--- src/hw/rhs_defs.svh ---
`ifndef RHS_DEFS_SVH
`define RHS_DEFS_SVH
// Crash codes, 16-bit hex
`define RHS_CODE_KERNEL 16'h0000
`define RHS_CODE_HCB_LO 16'h6820
`define RHS_CODE_HCB_HI 16'h684C
`define RHS_CODE_BUS_ACK 16'h6729
`define RHS_CODE_COAX_INIT 16'h6616
`define RHS_CODE_COAX_DMA 16'h6617
`define RHS_CODE_COAX_DUMP 16'h6619
`define RHS_CODE_COAX_XRQ 16'h681A
`define RHS_CODE_COAX_RQ 16'h681C
`define RHS_CODE_RAM_ADDR 16'h6503
`define RHS_CODE_RAM_DATA 16'h6402
`define RHS_CODE_PM_NOEXEC 16'h6300
`define RHS_CODE_PM_SUM 16'h6301
`define RHS_CODE_KPM_SUM 16'h8001
`define RHS_CODE_FLASH 16'h8002
`define RHS_CODE_EXEC_RET 16'h8003
// Blink counts per class
`define RHS_BLINK_HCB 4'h2
`define RHS_BLINK_BUS 4'h3
`define RHS_BLINK_COAX 4'h4
`define RHS_BLINK_RAM_ADDR 4'h5
`define RHS_BLINK_RAM_DATA 4'h6
`define RHS_BLINK_PM 4'h7
`define RHS_BLINK_KERNEL 4'h8
// Blink timing, milliseconds, with the clock in Hz
`define RHS_CLK_HZ 100000000
`define RHS_BLINK_ON_MS 250
`define RHS_BLINK_OFF_MS 250
`define RHS_PAUSE_MS 1500
`define RHS_SLOW_MS 1000
`define RHS_MS_CYCLES(ms) ((ms) * (`RHS_CLK_HZ / 1000))
`endif

--- src/hw/rhs_pkg.sv ---
`default_nettype none
package rhs_pkg;
    // Fault report from the firmware side
    typedef struct packed {
        logic valid;
        logic [15:0] code;
    } rhs_fault_t;
    // Self-check results
    typedef struct packed {
        logic shmem_ok;
        logic netctl_ok;
        logic exec_sum_ok;
        logic ram_addr_ok;
        logic ram_data_ok;
    } rhs_check_t;
    typedef enum logic [1:0] {RHS_PAT_NONE, RHS_PAT_COUNT, RHS_PAT_SLOW} rhs_pat_t;
    typedef enum {RHS_ST_POWERUP, RHS_ST_RUN, RHS_ST_CRASH} rhs_state_t;
endpackage
`default_nettype wire

--- src/hw/rhs_indicator.sv ---
`include "rhs_defs.svh"
`default_nettype none
module rhs_indicator
    import rhs_pkg::*;
#(
    parameter int DUAL_CHANNEL = 1,
    parameter int ON_CYC = `RHS_MS_CYCLES(`RHS_BLINK_ON_MS),
    parameter int OFF_CYC = `RHS_MS_CYCLES(`RHS_BLINK_OFF_MS),
    parameter int PAUSE_CYC = `RHS_MS_CYCLES(`RHS_PAUSE_MS),
    parameter int SLOW_CYC = `RHS_MS_CYCLES(`RHS_SLOW_MS)
) (
    input wire logic i_clock, // System clock
    input wire logic i_rst, // Sync reset, active high
    input wire rhs_fault_t i_fault, // Fault report, one-cycle valid
    input wire rhs_check_t i_check, // Self-check results
    input wire logic i_checks_done, // Power-up checks finished
    input wire logic i_comm_active, // Talking on remote_io_network
    input wire logic i_lost_a, // Drop lost on channel A
    input wire logic i_lost_b, // Drop lost on channel B
    output logic o_ready_lamp, // Ready lamp
    output logic o_activity_lamp, // Activity lamp
    output logic o_error_a_lamp, // Channel A error lamp
    output logic o_error_b_lamp, // Channel B error lamp
    output logic o_crashed, // Crash code latched
    output logic [15:0] o_crash_code // Crash code status field
);
    initial begin
        if (DUAL_CHANNEL != 0 && DUAL_CHANNEL != 1) begin
            $error("rhs_indicator: DUAL_CHANNEL must be 0 or 1");
        end
    end
    ////////////////////////////////////////////////////////////////////////////
    // Code classification
    function automatic logic [3:0] rhs_class(input logic [15:0] code);
        logic [3:0] n;
        n = 4'h0;
        if (code == `RHS_CODE_KERNEL) begin
            n = 4'h0;
        end else if (code >= `RHS_CODE_HCB_LO && code <= `RHS_CODE_HCB_HI) begin
            n = `RHS_BLINK_HCB;
        end else if (code == `RHS_CODE_BUS_ACK) begin
            n = `RHS_BLINK_BUS;
        end else if (code == `RHS_CODE_COAX_INIT || code == `RHS_CODE_COAX_DMA ||
                     code == `RHS_CODE_COAX_DUMP || code == `RHS_CODE_COAX_XRQ ||
                     code == `RHS_CODE_COAX_RQ) begin
            n = `RHS_BLINK_COAX;
        end else if (code == `RHS_CODE_RAM_ADDR) begin
            n = `RHS_BLINK_RAM_ADDR;
        end else if (code == `RHS_CODE_RAM_DATA) begin
            n = `RHS_BLINK_RAM_DATA;
        end else if (code == `RHS_CODE_PM_NOEXEC || code == `RHS_CODE_PM_SUM) begin
            n = `RHS_BLINK_PM;
        end else if (code == `RHS_CODE_KPM_SUM || code == `RHS_CODE_FLASH ||
                     code == `RHS_CODE_EXEC_RET) begin
            n = `RHS_BLINK_KERNEL;
        end else begin
            n = `RHS_BLINK_KERNEL; // Unlisted codes shown as generic fatal
        end
        return n;
    endfunction
    ////////////////////////////////////////////////////////////////////////////
    // Pin synchronisers for the lamp inputs
    logic [2:0] sync1_reg;
    logic [2:0] sync2_reg;
    always_ff @(posedge i_clock) begin
        if (i_rst) begin
            sync1_reg <= 3'h0;
            sync2_reg <= 3'h0;
        end else begin
            sync1_reg <= {i_comm_active, i_lost_a, i_lost_b};
            sync2_reg <= sync1_reg;
        end
    end
    logic comm_s;
    logic lost_a_s;
    logic lost_b_s;
    assign comm_s = sync2_reg[2];
    assign lost_a_s = sync2_reg[1];
    assign lost_b_s = sync2_reg[0];
    ////////////////////////////////////////////////////////////////////////////
    // Power-up and runtime self-check faults to codes
    logic [15:0] check_code;
    logic check_fail;
    rhs_state_t state_reg;
    always_comb begin
        check_code = 16'h0000;
        check_fail = 1'b0;
        if (state_reg == RHS_ST_POWERUP && i_checks_done &&
            (!i_check.shmem_ok || !i_check.netctl_ok)) begin
            check_fail = 1'b1;
            check_code = !i_check.netctl_ok ? `RHS_CODE_COAX_INIT : `RHS_CODE_RAM_DATA;
        end else if (state_reg == RHS_ST_RUN) begin
            if (!i_check.ram_addr_ok) begin
                check_fail = 1'b1;
                check_code = `RHS_CODE_RAM_ADDR;
            end else if (!i_check.ram_data_ok) begin
                check_fail = 1'b1;
                check_code = `RHS_CODE_RAM_DATA;
            end else if (!i_check.exec_sum_ok) begin
                check_fail = 1'b1;
                check_code = `RHS_CODE_PM_SUM;
            end
        end
    end
    ////////////////////////////////////////////////////////////////////////////
    // Operating state
    always_ff @(posedge i_clock) begin
        if (i_rst) begin
            state_reg <= RHS_ST_POWERUP;
        end else begin
            unique case (state_reg)
                RHS_ST_POWERUP: begin
                    if (i_fault.valid || check_fail) begin
                        state_reg <= RHS_ST_CRASH;
                    end else if (i_checks_done) begin
                        state_reg <= RHS_ST_RUN;
                    end
                end
                RHS_ST_RUN: begin
                    if (i_fault.valid || check_fail) begin
                        state_reg <= RHS_ST_CRASH;
                    end
                end
                RHS_ST_CRASH: begin
                    state_reg <= RHS_ST_CRASH;
                end
            endcase
        end
    end
    ////////////////////////////////////////////////////////////////////////////
    // Crash code latch, first fault wins
    logic [15:0] code_reg;
    logic [3:0] blinks_reg;
    logic crashed_reg;
    always_ff @(posedge i_clock) begin
        if (i_rst) begin
            code_reg <= 16'h0000;
            blinks_reg <= 4'h0;
            crashed_reg <= 1'b0;
        end else if (!crashed_reg && (i_fault.valid || check_fail)) begin
            crashed_reg <= 1'b1;
            code_reg <= i_fault.valid ? i_fault.code : check_code;
            blinks_reg <= rhs_class(i_fault.valid ? i_fault.code : check_code);
        end
    end
    assign o_crashed = crashed_reg;
    assign o_crash_code = code_reg;
    ////////////////////////////////////////////////////////////////////////////
    // Blink pattern generator
    rhs_pat_t pat;
    always_comb begin
        if (!crashed_reg) begin
            pat = RHS_PAT_NONE;
        end else if (blinks_reg == 4'h0) begin
            pat = RHS_PAT_SLOW;
        end else begin
            pat = RHS_PAT_COUNT;
        end
    end
    logic blink_lamp;
    rhs_blinker #(
        .ON_CYC(ON_CYC),
        .OFF_CYC(OFF_CYC),
        .PAUSE_CYC(PAUSE_CYC),
        .SLOW_CYC(SLOW_CYC)
    ) u_blinker (
        .i_clock(i_clock),
        .i_rst(i_rst),
        .i_pat(pat),
        .i_count(blinks_reg),
        .o_lamp(blink_lamp)
    );
    ////////////////////////////////////////////////////////////////////////////
    // Lamp registers
    logic ready_reg;
    logic act_reg;
    logic err_a_reg;
    logic err_b_reg;
    always_ff @(posedge i_clock) begin
        if (i_rst) begin
            ready_reg <= 1'b0;
            act_reg <= 1'b0;
            err_a_reg <= 1'b0;
            err_b_reg <= 1'b0;
        end else begin
            ready_reg <= (state_reg == RHS_ST_RUN);
            act_reg <= crashed_reg ? 1'b0 : (comm_s && state_reg == RHS_ST_RUN);
            err_a_reg <= lost_a_s;
            err_b_reg <= (DUAL_CHANNEL != 0) && lost_b_s;
        end
    end
    assign o_ready_lamp = ready_reg;
    assign o_activity_lamp = crashed_reg ? blink_lamp : act_reg;
    assign o_error_a_lamp = err_a_reg;
    assign o_error_b_lamp = err_b_reg;
endmodule
`default_nettype wire

--- src/hw/rhs_blinker.sv ---
`include "rhs_defs.svh"
`default_nettype none
module rhs_blinker
    import rhs_pkg::*;
#(
    parameter int ON_CYC = `RHS_MS_CYCLES(`RHS_BLINK_ON_MS),
    parameter int OFF_CYC = `RHS_MS_CYCLES(`RHS_BLINK_OFF_MS),
    parameter int PAUSE_CYC = `RHS_MS_CYCLES(`RHS_PAUSE_MS),
    parameter int SLOW_CYC = `RHS_MS_CYCLES(`RHS_SLOW_MS)
) (
    input wire logic i_clock, // System clock
    input wire logic i_rst, // Sync reset
    input wire rhs_pat_t i_pat, // Pattern select
    input wire logic [3:0] i_count, // Blinks per group
    output logic o_lamp // Lamp drive
);
    typedef enum {BL_IDLE, BL_ON, BL_OFF, BL_PAUSE} bl_state_t;
    initial begin
        if (ON_CYC < 1 || OFF_CYC < 1 || PAUSE_CYC <= OFF_CYC || SLOW_CYC < 1) begin
            $error("rhs_blinker: bad timing parameters");
        end
    end
    bl_state_t state_reg;
    logic [31:0] timer_reg;
    logic [3:0] blinks_reg;
    logic lamp_reg;
    // Sequencer: on per blink, off between blinks, long pause after the last, repeating
    always_ff @(posedge i_clock) begin
        if (i_rst || i_pat == RHS_PAT_NONE) begin
            state_reg <= BL_IDLE;
            timer_reg <= 32'h0;
            blinks_reg <= 4'h0;
        end else if (i_pat == RHS_PAT_SLOW) begin
            state_reg <= BL_IDLE;
            blinks_reg <= 4'h0;
            timer_reg <= (timer_reg >= 32'(SLOW_CYC - 1)) ? 32'h0 : timer_reg + 32'h1;
        end else begin
            unique case (state_reg)
                BL_IDLE: begin
                    state_reg <= BL_ON;
                    timer_reg <= 32'h0;
                    blinks_reg <= 4'h0;
                end
                BL_ON: begin
                    if (timer_reg >= 32'(ON_CYC - 1)) begin
                        timer_reg <= 32'h0;
                        blinks_reg <= blinks_reg + 4'h1;
                        state_reg <= (blinks_reg + 4'h1 >= i_count) ? BL_PAUSE : BL_OFF;
                    end else begin
                        timer_reg <= timer_reg + 32'h1;
                    end
                end
                BL_OFF: begin
                    if (timer_reg >= 32'(OFF_CYC - 1)) begin
                        timer_reg <= 32'h0;
                        state_reg <= BL_ON;
                    end else begin
                        timer_reg <= timer_reg + 32'h1;
                    end
                end
                BL_PAUSE: begin
                    if (timer_reg >= 32'(PAUSE_CYC - 1)) begin
                        timer_reg <= 32'h0;
                        blinks_reg <= 4'h0;
                        state_reg <= BL_ON;
                    end else begin
                        timer_reg <= timer_reg + 32'h1;
                    end
                end
            endcase
        end
    end
    // Slow square wave toggle
    logic slow_reg;
    always_ff @(posedge i_clock) begin
        if (i_rst || i_pat != RHS_PAT_SLOW) begin
            slow_reg <= 1'b1;
        end else if (timer_reg >= 32'(SLOW_CYC - 1)) begin
            slow_reg <= ~slow_reg;
        end
    end
    // Registered lamp output
    always_ff @(posedge i_clock) begin
        if (i_rst) begin
            lamp_reg <= 1'b0;
        end else begin
            lamp_reg <= (i_pat == RHS_PAT_SLOW) ? slow_reg : (state_reg == BL_ON);
        end
    end
    assign o_lamp = lamp_reg;
endmodule
`default_nettype wire

--- config.mk ---
export PLATFORM = sky130hd
export DESIGN_NAME = rhs_indicator
export DESIGN_NICKNAME = d
export VERILOG_FILES = /design/src/hw/rhs_pkg.sv /design/src/hw/rhs_indicator.sv /design/src/hw/rhs_blinker.sv
export VERILOG_INCLUDE_DIRS = /design/src /design/src/hw
export SDC_FILE = /design/constraint.sdc
export NUM_CORES = 1
export LEC_CHECK = 0
export ABC_AREA = 1
export CAP_MARGIN = 20
export CORE_MARGIN = 2
export CORE_UTILIZATION = 28
export CTS_CLUSTER_SIZE = 16
export DETAILED_ROUTE_END_ITERATION = 16
export DONT_BUFFER_PORTS = 1
export PLACE_DENSITY_LB_ADDON = 0.2
export SYNTH_ARGS = -nofsm -noshare
export SYNTH_HDL_FRONTEND = slang
export SYNTH_SLANG_ARGS = --single-unit
--- constraint.sdc ---
create_clock -name i_clock -period 2.34 [get_ports i_clock]
set_input_delay 0.117 -clock i_clock [delete_from_list [all_inputs] [get_ports i_clock]]
set_output_delay 0.117 -clock i_clock [all_outputs]
set_load 0.01 [all_outputs]
==> flow_summary.yaml <==
outcome:
  status: "finished, final reports clean"
floorplan:
  start_util: 0.287
  rows: 43
  die_y_um: 124
  io_pins: 49
  die_area_um2: 15300
  die_x_um: 124
  coreArea_um2: 13900
power_and_ir_drop:
  total_power_mw: 3.04
  power.density_nw_per_um2: 659
  power_leakage_nw: 1.88
  ir_drop_mv: 0.389
layout:
  seq_area_um2: 1460
  largest_reg_flops: 32
  drive_gt1_frac: 0.0888
  syn2layout_area_growth_pct: 15.2
  final_util: 0.331
  fillers: 1516
  antenna_cells: 0
  final_cells: 788
  multi_input_area_um2: 2200
  nNetsFinal: 646
worst_setup_path:
  r2r-end: "blinks_reg[3]"
  arrival_ns: 2.27
  end_kind: "flip-flop"
  cp.required_ns: 2.53
  reg2reg_slack_ns: 0.26
  crit_start: "state_reg[1]"
  critical_path_class: "reg2reg"
  setup.worst_path.start_class: "flip-flop"
  reg2reg_depth: 15
  path_max_fanout: 7
  timing.rr.start: "state_reg[1]"
clock_tree:
  cts_tree: "done"
  clock_latency_ns: 0.34
  clk_pin_slew_worst_paths_ns: 0.06
  cts_max_path_buffers: 2
  cts_buffers: 9
  h-tree-depth: 3
  cts_num_sinks: 73
  cts-root-buf: "clkbuf_16"
route:
  routed_wl_um: 9730
  drt_iter0_drc: 274
  routedWlPerCell_um: 12.4
  top_layer: "met4"
  wl_met3_um: 427
  dr.pass1.iters: 5
  avgViaCountPerCell: 4.64
  dr_total_vias: 3653
  drc: 0
  wl_met2_um: 4410
  drt-met1-wl_um: 4710
  detail-route-antenna-nets: 0
hold_path:
  min_from: "i_fault[11]"
  whs_endpoint: "o_crash_code[11]"
  worst_hold_path.num_cells: 2
  hold_class: "in2reg"
synth:
  synthFlopType: "dfxtp_1"
  synthTopCellsByArea: "dfxtp_1, nand2_1, nor2_1"
  avgSynthCellArea_um2: 6.82
  synth-edff-count: 0
  synth_cell_types: 36
  yosys.area.top_type: "dfxtp_1"
  synth_area_um2: 4000
  yosysWarnings: 0
  ys_seq_elements: 73
  synth_top_area_frac: 0.365
  ys_async_sr_fraction: 0
  postSynthCellCount: 587
  seq_area_frac_synth: 0.365
timing:
  finalSetupTns_ns: 0
  max_slew_margin: 0.483
  max_freq_mhz: 482
  finalCriticalPeriod_ns: 2.08
  tightest_slew_ns: 0.772
  fin_worst_skew_ns: 0.00572
  finalSetupViolations: 0
  drv_slew: 0
  hold_slack_ns: 0.0291
  finalCritPeriodShare: 0.887
  hold_violations: 0
global_route:
  antenna_found_initial: 0
  grt_pass1_wl_um: 16300
  grt_pass1_vias: 3472
  grt_max_degree: 29
  track_usage: 0.137
  grt_overflow: 0
placement:
  io_buffers: 0
  place_hpwl_um: 7210
  gp_congestion: 0.820
  dp_cells: 762
job:
  drv_cap: 0
critical path: stages (launching register included):
cell     delay [ns]
dfxtp_1        0.29
inv_1          0.10
ha_1           0.18
nand2_1        0.09
inv_1          0.09
nand2_2        0.09
nand3_2        0.18
nand4_1        0.23
nor2_2         0.19
nand3_1        0.11
nand2_1        0.10
nor2_1         0.04
nand2_1        0.07
nor2_1         0.05
nor2_1         0.08
nor2_1         0.04
metal layers:
layer / up-vias / GRT usage
li1: 1904 / -
met2: 68 / 0.214
met1: 1669 / 0.179
met3: 12 / 0.0403
met4: 0 / 0.0533
met5: - / 0
logic make-up after synthesis:
family                   count (synthesis)  synth area share
AND/OR/NAND/NOR                        318             0.357
other                                    1          0.000937
XOR/XNOR                                23            0.0503
AO/OA/AOI/OAI                           64            0.0862
buffers and inverters                   94            0.0969
adder cells (fa/ha/maj)                 14            0.0438
flip-flops                              73             0.365
what timing repair did:
| item | 4_1_cts | 5_1_grt |
|---|---|---|
| endpoints found under the hold margin | 25 | 0 |
| endpoints found under the setup margin | 0 | 24 |
| hold buffers | 10 | 0 |
| setup buffers | 0 | 1 |
| gates resized for setup | 0 | 10 |
synthesized netlist by cell type, drive strengths merged (5+ instances only):
library cell and n:
a21oi 32, buf 6, dfxtp 73, ha 14
inv 84, nand2 118, nand3 43, nand4 17
nor2 110, nor3 20, o21ai 22, or2 5
xor2 19
through the flow:
step	setup slack [ns]	cell area (um^2)
after floorplan	0.528	4020
after global placement	0.222	4180
after detailed placement	0.184	4180
after CTS	0.157	4570
after global routing	-0.00293	4610
final	0.264	4610
layout make-up:
class / instances / share of cell area
sequential: 73 / 0.317
clock inverter: 6 / 0.0130
multi-input combinational: 423 / 0.477
tap: 180 / 0.0488
timing repair buffer: 13 / 0.0266
inverter: 84 / 0.0684
clock buffer: 9 / 0.0488
cell usage in the layout, fill, tap and decap left out, types with 17 or more instances in the layout:
cell type,netlist,layout
a21oi_1,32,32
dfxtp_1,73,72
inv_1,84,84
nand2_1,114,112
nand3_1,41,40
nor2_1,97,93
nor2_2,13,17
nor3_1,18,17
o21ai_0,21,21
xor2_1,19,19
how the worst max path moves through the flow:
stage | to | slack, ns
global placement | blinks_reg[3] | 0.22
floorplan | blinks_reg[3] | 0.53
global route | blinks_reg[3] | -0.003
finish | blinks_reg[3] | 0.26
CTS | blinks_reg[1] | 0.16
detailed placement | blinks_reg[1] | 0.18
power by group:
group          internal (mW)  switching, mW  leakage (nW)
clock                  0.813          0.531         0.137
sequential              1.31         0.0594         0.597
combinational          0.111          0.220          1.14
No activity file was read; power rests on OpenSTA's default activity.
